### src/deb_defs.vh
// Constants for the external bus sequencer and its reset handling.
`ifndef DEB_DEFS_VH
`define DEB_DEFS_VH
`define DEB_AW            16
`define DEB_DW            16
`define DEB_PORTW         3
`define DEB_ZERO16        16'h0000
`define DEB_ONES16        16'hFFFF
`define DEB_DIV_LAST      2'h3
`define DEB_PH0           2'h0
`define DEB_PH1           2'h1
`define DEB_PH2           2'h2
`define DEB_PH3           2'h3
`define DEB_RST_HOLD_CYC  3'h5
`define DEB_CNT_ZERO      3'h0
`define DEB_CNT_ONE       3'h1
`define DEB_OP_FETCH      2'h0
`define DEB_OP_TBLR       2'h1
`define DEB_OP_IN         2'h2
`define DEB_OP_WRITE      2'h3
`define DEB_STB_PROG      3'h6
`define DEB_STB_PORT      3'h5
`define DEB_STB_WR        3'h3
`define DEB_PH_STEP       2'h1
`define DEB_PC_STEP       16'h0001
`endif

### src/deb_bus.v
// External memory and port bus sequencer with synchronised reset input.
`timescale 1ns/1ps
`include "deb_defs.vh"
module deb_bus
(
  input  wire                  i_core_clk,
  input  wire                  i_rst,
  input  wire                  i_ce,
  input  wire                  i_reset_in_low,
  input  wire [1:0]            i_op,
  input  wire [`DEB_AW-1:0]    i_op_addr,
  input  wire [`DEB_DW-1:0]    i_op_wdata,
  input  wire                  i_op_jump,
  input  wire [`DEB_AW-1:0]    i_op_target,
  input  wire [`DEB_DW-1:0]    i_data_in,
  output reg                   o_cycle_clock_out,
  output reg                   o_program_mem_strobe_n,
  output reg                   o_port_read_strobe_n,
  output reg                   o_write_strobe_n,
  output reg  [`DEB_AW-1:0]    o_addr,
  output reg  [`DEB_DW-1:0]    o_data_out,
  output reg                   o_data_oe_n,
  output reg  [`DEB_DW-1:0]    o_rdata,
  output reg                   o_rdata_valid,
  output reg                   o_cycle_start,
  output reg  [`DEB_AW-1:0]    o_pc,
  output reg                   o_running,
  output reg  [2:0]            o_rst_low_cycles
);
  wire               rst_low_s;     // Synchronised reset pin level, active low.
  reg  [1:0]         phase_r;       // Quarter of the cycle clock.
  reg  [1:0]         op_r;          // Access kind of the running cycle.
  reg  [`DEB_DW-1:0] data_in_r;     // Data pins sampled once, before logic uses them.
  reg  [`DEB_DW-1:0] data_in_s;     // Second stage of the data pin sampling.
  reg                hold_r;        // Held until the first phase 3 after release, then running resumes.
  reg                clr_pend_r;    // One full cycle still to pass after assertion.

  // Strobe that fits a given access kind.
  function [2:0] strobe_sel;
    input [1:0] op;
    begin
      case (op)
        `DEB_OP_FETCH: strobe_sel = `DEB_STB_PROG;
        `DEB_OP_TBLR:  strobe_sel = `DEB_STB_PROG;
        `DEB_OP_IN:    strobe_sel = `DEB_STB_PORT;
        default:       strobe_sel = `DEB_STB_WR;
      endcase
    end
  endfunction

  // The reset pin can move anywhere in a cycle, so it is synchronised.
  deb_sync u_rst_sync
  (
    .i_clk (i_core_clk),
    .i_rst (i_rst),
    .i_ce  (i_ce),
    .i_d   (i_reset_in_low),
    .o_q   (rst_low_s)
  );

  // Data pins come from outside; two flops before capture. The pins are
  // sampled while a read strobe is low and the word reaches data_in_s two
  // clocks later, so it is taken at the edge where the strobe rises. Taking it
  // any earlier would catch the released bus from before the strobe fell.
  always @(posedge i_core_clk or posedge i_rst)
  begin
    if (i_rst)
    begin
      data_in_r <= `DEB_ZERO16;
      data_in_s <= `DEB_ZERO16;
    end
    else if (i_ce)
    begin
      data_in_r <= i_data_in;
      data_in_s <= data_in_r;
    end
  end

  // Divide the master clock by four; phase 0 is the cycle clock falling edge.
  always @(posedge i_core_clk or posedge i_rst)
  begin
    if (i_rst)
    begin
      phase_r           <= `DEB_PH0;
      o_cycle_clock_out <= 1'b0;
    end
    else if (i_ce)
    begin
      phase_r           <= phase_r + `DEB_PH_STEP;
      o_cycle_clock_out <= (phase_r == `DEB_PH1) || (phase_r == `DEB_PH2);
    end
  end

  // Bus sequencer. A cycle starts at phase 0, the strobe falls at phase 1
  // (the write strobe half a cycle in, at phase 2), the program counter steps
  // at phase 3 and every strobe rises at the next phase 0, where the read word
  // sampled under the strobe is handed over and the address moves on.
  // The address and the strobes change on one edge, which gives zero hold;
  // a slow pad would need an extra quarter cycle here.
  always @(posedge i_core_clk or posedge i_rst)
  begin
    if (i_rst)
    begin
      o_program_mem_strobe_n <= 1'b1;
      o_port_read_strobe_n   <= 1'b1;
      o_write_strobe_n       <= 1'b1;
      o_addr                 <= `DEB_ZERO16;
      o_data_out             <= `DEB_ZERO16;
      o_data_oe_n            <= 1'b1;
      o_rdata                <= `DEB_ZERO16;
      o_rdata_valid          <= 1'b0;
      o_cycle_start          <= 1'b0;
      o_pc                   <= `DEB_ZERO16;
      o_running              <= 1'b0;
      o_rst_low_cycles       <= `DEB_CNT_ZERO;
      op_r                   <= `DEB_OP_FETCH;
      hold_r                 <= 1'b1;
      clr_pend_r             <= 1'b0;
    end
    else if (i_ce)
    begin
      o_rdata_valid <= 1'b0;
      o_cycle_start <= 1'b0;
      if (!rst_low_s)
      begin
        // Strobes forced high and data released at once. A write cut here may
        // leave a wrong address on the pins; the partner must accept that.
        o_program_mem_strobe_n <= 1'b1;
        o_port_read_strobe_n   <= 1'b1;
        o_write_strobe_n       <= 1'b1;
        o_data_oe_n            <= 1'b1;
        o_running              <= 1'b0;
        hold_r                 <= 1'b1;
        if (phase_r == `DEB_PH3)
        begin
          // Count phase 3 edges seen low, the first cycle even if partial; the partner must reach five.
          if (o_rst_low_cycles != `DEB_RST_HOLD_CYC)
            o_rst_low_cycles <= o_rst_low_cycles + `DEB_CNT_ONE;
          // Clearing waits for the next complete cycle after assertion.
          if (clr_pend_r)
          begin
            o_addr <= `DEB_ZERO16;
            o_pc   <= `DEB_ZERO16;
          end
          clr_pend_r <= 1'b1;
        end
      end
      else
      begin
        clr_pend_r <= 1'b0;
        if (hold_r)
        begin
          // Wait for the first phase 3 after release before fetching again.
          o_rst_low_cycles <= `DEB_CNT_ZERO;
          if (phase_r == `DEB_PH3)
          begin
            hold_r    <= 1'b0;
            o_running <= 1'b1;
          end
        end
        else
        begin
          case (phase_r)
            `DEB_PH0:
            begin
              // A read strobe still low here means a read is ending; its word
              // was sampled under the strobe, before the strobe rises.
              if (!o_program_mem_strobe_n || !o_port_read_strobe_n)
              begin
                o_rdata       <= data_in_s;
                o_rdata_valid <= 1'b1;
              end
              // Strobe rises and address moves on this same edge, so the address
              // has zero hold after the strobe.
              o_program_mem_strobe_n <= 1'b1;
              o_port_read_strobe_n   <= 1'b1;
              o_write_strobe_n       <= 1'b1;
              o_data_oe_n            <= 1'b1;
              op_r                   <= i_op;
              o_cycle_start          <= 1'b1;
              o_addr                 <= (i_op == `DEB_OP_FETCH) ? o_pc : i_op_addr;
              o_data_out             <= i_op_wdata;
            end
            `DEB_PH1:
            begin
              // One strobe only, chosen by the access kind.
              o_program_mem_strobe_n <= strobe_sel(op_r) != `DEB_STB_PROG;
              o_port_read_strobe_n   <= strobe_sel(op_r) != `DEB_STB_PORT;
              o_data_oe_n            <= op_r != `DEB_OP_WRITE;
            end
            `DEB_PH2:
            begin
              // The write strobe falls half a cycle in.
              o_write_strobe_n <= op_r != `DEB_OP_WRITE;
            end
            default:
            begin
              // Next fetch address; a jump replaces the step. Table reads,
              // port input and writes leave the counter alone.
              if (op_r == `DEB_OP_FETCH)
                o_pc <= i_op_jump ? i_op_target : o_pc + `DEB_PC_STEP;
            end
          endcase
        end
      end
    end
  end
endmodule

### src/deb_sync.v
// Two flip-flop synchroniser for a level coming from outside the clock domain.
`timescale 1ns/1ps
module deb_sync
(
  input  wire i_clk,
  input  wire i_rst,
  input  wire i_ce,
  input  wire i_d,
  output wire o_q
);
  reg meta_r; // First stage, read only by the second stage.
  reg sync_r; // Second stage, safe to use.

  // Reset value is high: the level synchronised here is active low.
  always @(posedge i_clk or posedge i_rst)
  begin
    if (i_rst)
    begin
      meta_r <= 1'b1;
      sync_r <= 1'b1;
    end
    else if (i_ce)
    begin
      meta_r <= i_d;
      sync_r <= meta_r;
    end
  end

  assign o_q = sync_r;
endmodule

### config.mk
export PLATFORM = sky130hd
export DESIGN_NAME = deb_bus
export DESIGN_NICKNAME = d
export VERILOG_FILES = /design/src/deb_bus.v /design/src/deb_sync.v
export VERILOG_INCLUDE_DIRS = /design/src
export SDC_FILE = /design/constraint.sdc
export NUM_CORES = 1
export LEC_CHECK = 0
export ABC_AREA = 1
export ABC_CLOCK_PERIOD_IN_PS = 4400
export BUFFER_PORTS_ARGS = -buffer_cell sky130_fd_sc_hd__buf_2
export CORE_ASPECT_RATIO = 1.75
export CORE_MARGIN = 1
export CORE_UTILIZATION = 25
export DETAILED_ROUTE_END_ITERATION = 10
export PLACE_DENSITY = 0.4
export SLEW_MARGIN = 20
export SYNTH_ARGS = -nofsm -noshare
export SYNTH_HDL_FRONTEND = slang
export SYNTH_SLANG_ARGS = --single-unit
### constraint.sdc
create_clock -name i_core_clk -period 4.4 [get_ports i_core_clk]
set_clock_uncertainty 0.1 [all_clocks]
set_input_delay 0.66 -clock i_core_clk [delete_from_list [all_inputs] [get_ports i_core_clk]]
set_output_delay 0.66 -clock i_core_clk [all_outputs]
set_load 0.01 [all_outputs]
==> metrics.md, run 1 <==
| Metric | Value |
|---|---|
| Status | finished, violations left |
| Failing checks | design-rule violations |
| Largest cells by area after synthesis | dfrtp_1 51%, nand2_1 16%, nor2_1 5.2%, o21ai_0 4.3%, dfstp_2 3.5% |
| Total CTS buffers | 17 |
| Yosys reg bits | between 100 and 150 |
| Worst Slack Setup Final | about 2.2 ns |
| Critical R2R Launch | u_rst_sync.o_q |
| Post-synth EDFFs | 0 |
| Crit Path Max Fanout | 33 |
| Layout cells sized above 1 | 26.8% |
| Critical setup path kind | flip-flop to flip-flop |
| Max_slew headroom | between 40 and 50% |
| Final Non-Filler Cells | 1,040 |
| Grt total ovfl | 0 |
| Skew-Pair Late Insertion Delay | just over 0.4 ns |
| Die Wd | between 100 and 150 µm |
| RSZ-0062 raised after global routing | no |
| Synthesized instance count | about 630 |
| Area share of the largest cell type after synthesis | between 50% and 60% |
| Critical path cell sequence | nand2_1 > nor3_2 > buf_4 > o21ai_2 > buf_4 > nand2_1 > o21ai_1 |
| Max Slew Vio Count | 0 |
| Final hold vios | 0 |
| Area leader, netlist | dfrtp_1 |
| CTS tree | done |
| Effective utilization at floorplan | 25.7% |
| Max stage delay on crit path | approximately 0.8 ns |
| First-pass GRT wire length | 24,900 µm |
| Post-route ant nets | 0 |
| CTS Hold Buffers Added | 0 |
| VDD IR-drop max | around 0.23 mV |
| Met2 usage | 28.0% |
| H-tree levels | 4 |
| Placed cell count | 1,008 |
| Drt first pass iters | 7 |
| Via-to-Cell Ratio | between 4 and 5 |
| Max Freq | about 460 MHz |
| Library cells used by synthesis | 29 |
| Num Clock Sinks | approximately 110 |
| Synthesized area per cell | 8.26 µm² |
| I/O Buffers | roughly 150 |
| Cts repair resizes | 0 |
| Power per cell area | 626 mW/mm² |
| DRC errors left | 24 |
| Register area share after synthesis | between 50 and 60% |
| Initial antenna violation count | 0 |
| Util after Layout | between 30 and 40% |
| Setup Total Neg Slack | 0 ns |
| CP Launch Type | flip-flop |
| WL final | between 15,000 and 20,000 µm |
| Vias in the first global route | 4,752 |
| Leak | between 3 and 4 nW |
| DPL Wire Length | approximately 11,000 µm |
| Place WS | roughly 1.9 ns |
| Core region area | slightly above 0.02 mm² |
| Setup bufs post-CTS | 0 |
| Post-layout min period | 2.16 ns |
| Mean routed wirelength per cell | approximately 15 µm |
| Layout Area Growth over Synthesis | 30.6% |
| Worst-case reg-to-reg path depth | 7 |
| Most Used Layer, Global Route | met2 |
| Clock buffer depth | 2 |
| Post-Syn Nets | ~710 |
| R2R setup slack | ~2.2 ns |
| Hold WC Path Type | input pin to async pin |
| Initial DRC Count | approximately 230 |
| Die H | 193 µm |
| CP max-delay cell | dfstp_2 |
| RR Endpoint | o_rdata[4] |
| Layout Nets | around 860 |
| # diodes | 0 |
| Root Driver | clkbuf_16 |
| Io pins | ~150 |
| Worst Tran Pin Value | 0.752 ns |
| Synthesized cell area | about 0.0052 mm² |
| Total track usage | 15.1% |
| Routability cong. | slightly above 0.8 |
| Crit share post-route | 49.2% |
| Pin count of the biggest net entering global routing | ~50 |
| Primary FF master, synth | dfrtp_1 |
| Global routing met3 resource utilization | between 4 and 5% |
| Clk slew on worst S/H paths | about 0.06 ns |
| Asr flop ratio synth | 100% |
| Die Area | ~0.022 mm² |
| Routed vias | ~4,600 |
| FP Rows | 69 |
| Crit path arrival time | 2.35 ns |
| Crit. End Element | flip-flop |
| Max-Cap Viols | 0 |
| Finish-stage setup viols | 0 |
| Syn. warnings | 0 |
| Req. time, crit path | about 4.6 ns |
| Grt met1 use | approximately 16% |
state kept, by name, indices dropped and copies added, names as in the netlist, 2 cells and up:
register	count
o_pc	16
o_rdata	16
data_in_r	16
o_data_out	16
op_r	2
o_addr	16
o_rst_low_cycles	3
data_in_s	16
worst max-delay path, delay by kind of cell (launching register included):
family	cells	cell delay (ns)
buffers and inverters	2	0.51
flip-flops	1	0.81
AO/OA/AOI/OAI	2	0.15
AND/OR/NAND/NOR	3	0.44
final cells by class:
type	count	area, µm²
Inverter	51	194
Tap cell	248	310
Fill cell	2205	13500
Sequential cell	114	2860
Clock buffer	23	498
Timing Repair Buffer	152	778
Clock inverter	9	151
Multi-Input combinational cell	443	2040
worst max path at each step:
stage	end	depth (start not counted)	slack [ns]	from
floorplan	clr_pend_r	1	0.64	i_rst
global placement	o_pc[4]	7	1.90	i_ce
detailed placement	o_rdata[2]	8	1.86	i_ce
CTS	o_rdata[6]	7	2.20	u_rst_sync.o_q
global route	o_rdata[6]	7	2.02	u_rst_sync.o_q
finish	o_rdata[4]	7	2.24	u_rst_sync.o_q
power breakdown:
| group | internal [W] | total [W] | switching, W | leakage, nW |
|---|---|---|---|---|
| Clock | 0.00102 | 0.00151 | 0.000485 | 0.319 |
| Combinational | 0.000447 | 0.00112 | 0.000672 | 1.84 |
| Sequential | 0.00140 | 0.00166 | 0.000261 | 1.45 |
| Total | 0.00286 | 0.00428 | 0.00142 | 3.61 |
cells in the mapped netlist, types with 2 or more instances:
cell type,n
nand4_1,3
a21oi_2,10
inv_2,3
ha_1,7
o22ai_1,2
inv_1,48
nand2_1,228
nor2_1,73
xor2_1,7
nand3_1,17
dfstp_2,7
mux2i_1,2
a21oi_1,9
dfrtp_1,107
o21ai_1,19
o21ai_2,2
o211ai_1,11
buf_2,13
o21ai_0,45
buf_4,5
clkbuf_1,7
nor2_2,2
metal layers:
metal  part of all wire [%]  up-vias  routed length, µm
met5                      0        -                  0
met4                    1.5        0                231
met3                    5.3       13                805
met2                     55      110               8380
met1                     39     2165               5910
li1                       -     2288                  -
cell families after synthesis:
logic type                 share of synthesized area (%)
and+or+nand+nor                                     24.8
adders and majority gates                           1.67
DFF                                                 54.7
xor gates and xnor gates                            1.17
buffers and inverters                               6.34
muxes                                              0.383
AOI/OAI and AO/OA                                   10.9
per-stage QoR:
stage / cell area (µm²) / power (W) / hold slack, ns
after floorplan: 5230 / 0.00228 / 0.342
final: 6830 / 0.00428 / 0.229
after global routing: 6830 / 0.00457 / 0.279
after global placement: 6180 / 0.00281 / 0.355
after CTS: 6830 / 0.00437 / 0.251
after detailed placement: 6180 / 0.00283 / 0.358
layout by cell type, fill, tap and decap left out, drive strengths merged, types with 4 or more instances in the layout:
cell type    n
a21oi       19
buf        152
bufinv       4
clkbuf      23
clkinv       4
dfrtp      107
dfstp        7
ha           7
inv         51
nand2      228
nand3       17
nand4        4
nor2        75
o211ai      11
o21ai       66
xor2         7
No activity file was read; power rests on OpenSTA's default activity.
==> run 2: changes to the inputs <==
- ABC_AREA: 1 -> 0
- ABC_CLOCK_PERIOD_IN_PS: 4400 -> 1900
- PLACE_DENSITY: 0.4 -> 0.42
- clock period: 4.4 -> 1.9 ns (I/O delays scaled with it)
==> run 2 against run 1 <==
  * The run now ends clean
  * Non-clock buffer count grew 55
  * Synthesized area shrank 2.8%
  * Power grew 130%
  * Critical path type unchanged
  * Cell area grew 6.1%
==> metrics.md, run 2 <==
| Metric | Value |
|---|---|
| # diodes | 0 |
| Synthesized area per cell | 12.3 µm² |
| RSZ-0062 raised after global routing | no |
| RR Endpoint | o_pc[12] |
| Num Clock Sinks | about 110 |
| Most frequent cells in the layout | 145 x buf_2, 105 x dfrtp_1, 68 x mux2_2 |
| Effective utilization at floorplan | roughly 26% |
| Synthesized instance count | 415 |
| Pin count of the biggest net entering global routing | between 70 and 80 |
| Finish-stage setup viols | 0 |
| Die Area | 0.0209 mm² |
| Clock buffer depth | 2 |
| Total track usage | 14.8% |
| Worst Tran Pin Value | 0.519 ns |
| First-pass GRT wire length | approximately 23,000 µm |
| Grt total ovfl | 0 |
| Skew-Pair Late Insertion Delay | between 0.4 and 0.5 ns |
| Req. time, crit path | roughly 2.1 ns |
| Status | finished, final reports clean |
| Clock power share | around 34% |
| Crit path arrival time | 2.07 ns |
| Post-Syn Nets | between 400 and 500 |
| Vias in the first global route | around 4,200 |
| P_int | ~0.0067 W |
| Max_slew headroom | ~65% |
| Hold Startpoint | i_op_wdata[14] |
| Drt first pass iters | 4 |
| Synthesized cell area | a little over 0.005 mm² |
| CTS tree | done |
| Crit. End Element | flip-flop |
| I/O Buffers | 145 |
| Root Driver | clkbuf_16 |
| Area share of the largest cell type after synthesis | between 50% and 60% |
| Asr flop ratio synth | 100% |
| CP Launch Point | u_rst_sync.o_q |
| Combinational share of power | between 20% and 30% |
| Dpl cell area | 0.00630 mm² |
| Max Slew Vio Count | 0 |
| Clk slew on worst S/H paths | roughly 0.05 ns |
| Primary FF master, synth | dfrtp_1 |
| Crit Path Max Fanout | 7 |
| Area leader, netlist | dfrtp_1 |
| DRC errors left | 0 |
| Io pins | ~150 |
| Placed cell count | 810 |
| Synth top cells by count | 107 x dfrtp_1, 68 x mux2_2, 25 x nand2_1, 19 x mux2i_1 |
| Library cells used by synthesis | 44 |
| Layout Area Growth over Synthesis | 42.5% |
| Largest cells by area after synthesis | dfrtp_1 53%, mux2_2 15%, mux2i_1 3.7%, dfstp_2 3.6%, o31ai_1 2.4% |
| CP Launch Type | flip-flop |
| Worst-case reg-to-reg path depth | 4 |
| H-tree levels | 4 |
| Syn. warnings | 0 |
| WL final | 14,900 µm |
| Die H | 191 µm |
| Max Freq | about 540 MHz |
| Fin area | between 0.007 and 0.008 mm² |
| Place WS | -0.111 ns |
| Reg power frac | 38.4% |
| Post-synth EDFFs | 0 |
| Commonest non-fill, non-tap cell in the layout | buf_2 |
| VDD IR-drop max | 0.885 mV |
| Layout cells sized above 1 | a little under half |
| R2R setup slack | about 0.065 ns |
| Register area share after synthesis | between 50 and 60% |
| Worst Slack Setup Final | around 0.065 ns |
| DPL Wire Length | 10,400 µm |
| Routed vias | between 4,000 and 5,000 |
| Power per cell area | 1340 mW/mm² |
| Post-route ant nets | 0 |
| Yosys reg bits | around 110 |
| Most common cell in the netlist | dfrtp_1 |
| Die Wd | 110 µm |
| Mean routed wirelength per cell | around 17 µm |
| Tot Pwr | 0.00971 W |
| Crit share post-route | between 90% and 100% |
| Layout Nets | 695 |
| Routability cong. | a little under 0.8 |
| Via-to-Cell Ratio | about 4.7 |
| Core region area | between 0.015 and 0.02 mm² |
| Util after Layout | a little over a third |
| Net Sw Frac | a little under a third |
| Critical setup path kind | flip-flop to flip-flop |
| Initial DRC Count | around 210 |
| Crit path capture | o_pc[12] |
| Max-Cap Viols | 0 |
| Post-layout min period | 1.84 ns |
| Total CTS buffers | 17 |
| Leak | 3.44 nW |
| Net Sw Power | around 0.0030 W |
| FP Rows | 68 |
| Hold WC Path Type | input pin to flip-flop |
| Critical R2R Launch | u_rst_sync.o_q |
| Final hold vios | 0 |
| Initial antenna violation count | 0 |
| Final Non-Filler Cells | about 870 |
[run 2: cell types whose count changed in the layout (fill, tap and decap cells not counted), sizes merged, moves of 31 or more]
cell and delta:
dlygate4sd3 +31, inv -38, mux2 +68, nand2 -203, nor2 -58, o21ai -45
[run 2: kinds of logic (layout without fill, tap and decap cells)]
| logic type | after synthesis | count (layout) | share of synthesized area, % |
|---|---|---|---|
| buffers and inverters | 39 | 252 | 3.30 |
| AOI/OAI and AO/OA | 85 | 85 | 11.5 |
| DFF | 114 | 114 | 56.2 |
| adders and majority gates | 7 | 7 | 1.72 |
| muxes | 87 | 87 | 18.8 |
| xor gates and xnor gates | 1 | 1 | 0.172 |
| and+or+nand+nor | 82 | 83 | 8.26 |
[run 2: area by class of cell]
| cell class | count | area [µm²] |
|---|---|---|
| fill | 1968 | 12600 |
| sequential | 114 | 2860 |
| multi-input combinational | 263 | 2090 |
| timing repair buffer | 207 | 1330 |
| clock buffer | 19 | 433 |
| tap | 245 | 307 |
| clock inverter | 12 | 165 |
| inverter | 14 | 56.3 |
[run 2: worst min-delay path by stage]
| stage | endpoint | cells past startpoint |
|---|---|---|
| floorplan | o_data_out[0] | 1 |
| global placement | data_in_r[10] | 3 |
| detailed placement | o_running | 3 |
| CTS | o_data_out[13] | 2 |
| global route | o_data_out[13] | 2 |
| finish | o_data_out[14] | 2 |
[run 2: per-stage QoR]
| step | hold slack, ns | TNS [ns] |
|---|---|---|
| 2_1_floorplan | 0.336 | 0 |
| 6_report | 0.0205 | 0 |
| 4_1_cts | 0.00262 | 0 |
| 5_1_grt | 0.00487 | 0 |
| 3_5_place_dp | 0.358 | -0.838 |
| 3_3_place_gp | 0.349 | -0.187 |
[run 2: worst max-delay path: stages, from the launching register on]
cell,delay (ns)
dfstp_2,0.58
inv_1,0.13
or4b_4,0.63
o21ai_0,0.19
o2bb2ai_1,0.13
[run 2: power by group through the flow]
stage | Clock, W | Sequential [W] | Combinational (W)
floorplan | 0 | 0.00394 | 0.00111
global placement | 0 | 0.00373 | 0.00260
detailed placement | 0 | 0.00376 | 0.00264
CTS | 0.00337 | 0.00374 | 0.00272
global route | 0.00348 | 0.00384 | 0.00297
finish | 0.00329 | 0.00373 | 0.00269
[run 2: timing repair]
item / CTS / global route
resized for setup: 5 / 4
cloned: 1 / 0
setup buffers: 0 / 1
pin swaps: 1 / 1
hold buffers: 31 / 0
setup endpoints to repair: 14 / 48
hold endpoints to repair: 137 / 0
[run 2: per-layer routing]
metal / GRT usage (%) / up-vias / routed length [µm] / part of all wire, %
met3: 4.68 / 19 / 901 / 6.0
met2: 26.8 / 140 / 8070 / 54
li1: - / 1928 / - / -
met1: 15.0 / 2025 / 5550 / 37
met5: 0 / - / 0 / 0
met4: 6.51 / 0 / 372 / 2.5
==> run 3: changes to the inputs <==
--- a/config.mk
+++ b/config.mk
@@ -9,3 +9,3 @@
 export ABC_AREA = 0
-export ABC_CLOCK_PERIOD_IN_PS = 1900
+export ABC_CLOCK_PERIOD_IN_PS = 2400
 export BUFFER_PORTS_ARGS = -buffer_cell sky130_fd_sc_hd__buf_2
@@ -15,3 +15,3 @@
 export DETAILED_ROUTE_END_ITERATION = 10
-export PLACE_DENSITY = 0.42
+export PLACE_DENSITY = 0.4
 export SLEW_MARGIN = 20
==> constraint.sdc (replaced) <==
create_clock -name i_core_clk -period 2.4 [get_ports i_core_clk]
set_clock_uncertainty 0.1 [all_clocks]
set_input_delay 0.6 -clock i_core_clk [delete_from_list [all_inputs] [get_ports i_core_clk]]
set_output_delay 0.6 -clock i_core_clk [all_outputs]
set_load 0.01 [all_outputs]
==> run 3 against run 2 <==
  * Cell area fell by 6.6%
  * Utilization shrank 2.4 points
  * Routed wire length fell by 1.5%
  * Via count shrank 6.3%
==> metrics.md, run 3 (same netlist as run 2, synthesis figures left out) <==
| Metric | Value |
|---|---|
| Status | finished, final reports clean |
| Reg power frac | between 30% and 40% |
| Crit Path Max Fanout | 16 |
| Hold WC Path Type | input pin to async pin |
| Core region area | between 0.015 and 0.02 mm² |
| H-tree levels | 4 |
| Skew-Pair Late Insertion Delay | ~0.41 ns |
| Crit share post-route | about 87% |
| Pin count of the biggest net entering global routing | 63 |
| Worst Tran Pin Value | between 0.6 and 0.7 ns |
| Leak | 3.23 nW |
| RSZ-0062 raised after global routing | no |
| P_int | between 0.005 and 0.006 W |
| Dpl cell area | 0.00616 mm² |
| Drt first pass iters | 4 |
| Post-layout min period | approximately 2.1 ns |
| Layout cells sized above 1 | a little under half |
| Critical setup path kind | flip-flop to flip-flop |
| CTS tree | done |
| Crit. End Element | flip-flop |
| Routed vias | around 3,900 |
| Finish-stage setup viols | 0 |
| CP Launch Type | flip-flop |
| FP Rows | 68 |
| Die Wd | between 100 and 150 µm |
| WL final | between 10,000 and 15,000 µm |
| Layout Area Growth over Synthesis | 33.0% |
| Combinational share of power | between 20% and 30% |
| Total track usage | 14.6% |
| Routability cong. | between 0.8 and 0.9 |
| Most frequent cells in the layout | 145 x buf_2, 107 x dfrtp_1, 68 x mux2_2 |
| Final hold vios | 0 |
| Max Freq | between 400 and 500 MHz |
| Initial DRC Count | 193 |
| Power per cell area | roughly 1100 mW/mm² |
| Fin area | between 0.006 and 0.007 mm² |
| CTS Hold Buffers Added | 0 |
| Clk slew on worst S/H paths | 0.06 ns |
| Clock buffer depth | 2 |
| I/O Buffers | between 100 and 150 |
| Max_slew headroom | approximately three fifths |
| Net Sw Power | 0.00232 W |
| Max-Cap Viols | 0 |
| Max Slew Vio Count | 0 |
| Total CTS buffers | 17 |
| Req. time, crit path | 2.59 ns |
| Vias in the first global route | 4,102 |
| Post-route ant nets | 0 |
| Clock power share | around a third |
| Via-to-Cell Ratio | 4.68 |
| Commonest non-fill, non-tap cell in the layout | buf_2 |
| DRC errors left | 0 |
| DPL Wire Length | 10,500 µm |
| Effective utilization at floorplan | between 20% and 30% |
| Setup Total Neg Slack | 0 ns |
| Cts repair resizes | 0 |
| Setup bufs post-CTS | 0 |
| Io pins | 146 |
| Initial antenna violation count | 0 |
| Root Driver | clkbuf_16 |
| Die H | approximately 190 µm |
| Mean routed wirelength per cell | 17.8 µm |
| VDD IR-drop max | ~0.47 mV |
| Num Clock Sinks | 114 |
| Net Sw Frac | roughly 31% |
| Hold slack | slightly below 0.1 ns |
| Crit path arrival time | 2.28 ns |
| Layout Nets | between 600 and 700 |
| First-pass GRT wire length | 22,400 µm |
| Grt total ovfl | 0 |
| # diodes | 0 |
| Die Area | approximately 0.021 mm² |
-- run 3: cell count changes in the layout (fill, tap and decap cells not counted), moves of 2 or more --
cell | previous run | this run
o21ai_1 | 9 | 7
clkinvlp_4 | 3 | 1
dfrtp_2 | 2 | 0
clkbuf_8 | 0 | 3
dfrtp_1 | 105 | 107
clkinv_2 | 6 | 2
ha_1 | 5 | 7
dlygate4sd3_1 | 31 | 0
buf_12 | 5 | 3
o21ai_0 | 8 | 10
buf_4 | 26 | 12
-- run 3: path summary, 6_finish.rpt --
path	startpoint	endpoint	slack, ns	cells after the start
max	phase_r[0]	o_pc[14]	0.32	5
max in group asynchronous	i_rst	o_write_strobe_n	1.40	3
min	i_rst	o_addr[14]	0.1	2
max reg2reg	phase_r[0]	o_pc[14]	0.32	5
min in group i_core_clk	i_data_in[10]	data_in_r[10]	0.32	2
min reg2reg	o_addr[4]	o_addr[4]	0.38	2
-- run 3: power by group through the flow --
stage	Sequential, W	Combinational [W]	Clock [W]
6_report	0.00300	0.00187	0.00264
5_1_grt	0.00309	0.00208	0.00281
4_1_cts	0.00302	0.00192	0.00273
3_5_place_dp	0.00304	0.00191	0
3_3_place_gp	0.00303	0.00188	0
2_1_floorplan	0.00312	0.000878	0
-- run 3: per-layer routing --
metal / vias up / GRT usage [%] / routed length (µm) / part of all wire [%]
met5: - / 0 / 0 / 0
met4: 0 / 5.59 / 234 / 1.6
met3: 14 / 4.48 / 881 / 6.0
met2: 114 / 26.7 / 7930 / 54
met1: 1899 / 15.0 / 5630 / 38
li1: 1827 / - / - / -
-- run 3: critical path, stage by stage (launching register included) --
cell,delay [ns]
dfrtp_1,0.42
ha_1,0.35
and4b_1,0.23
a41o_1,0.50
o21ai_0,0.20
o2bb2ai_1,0.17
-- run 3: stage by stage --
step | power, W | worst slack, ns | utilization, % | cells
final | 0.00751 | 0.316 | 34.1 | 823
after global routing | 0.00798 | 0.102 | 34.1 | 823
after CTS | 0.00767 | 0.285 | 34.1 | 823
after detailed placement | 0.00496 | 0.291 | 31.1 | 795
after global placement | 0.00491 | 0.322 | 31.1 | 795
after floorplan | 0.00399 | 0.320 | - | 415
-- run 3: area by class of cell --
type | count | area [µm²]
sequential | 114 | 2860
inverter | 14 | 56.3
tap | 245 | 307
timing repair buffer | 160 | 876
clock buffer | 22 | 474
multi-input combinational | 262 | 2060
fill | 2063 | 13100
clock inverter | 6 | 130
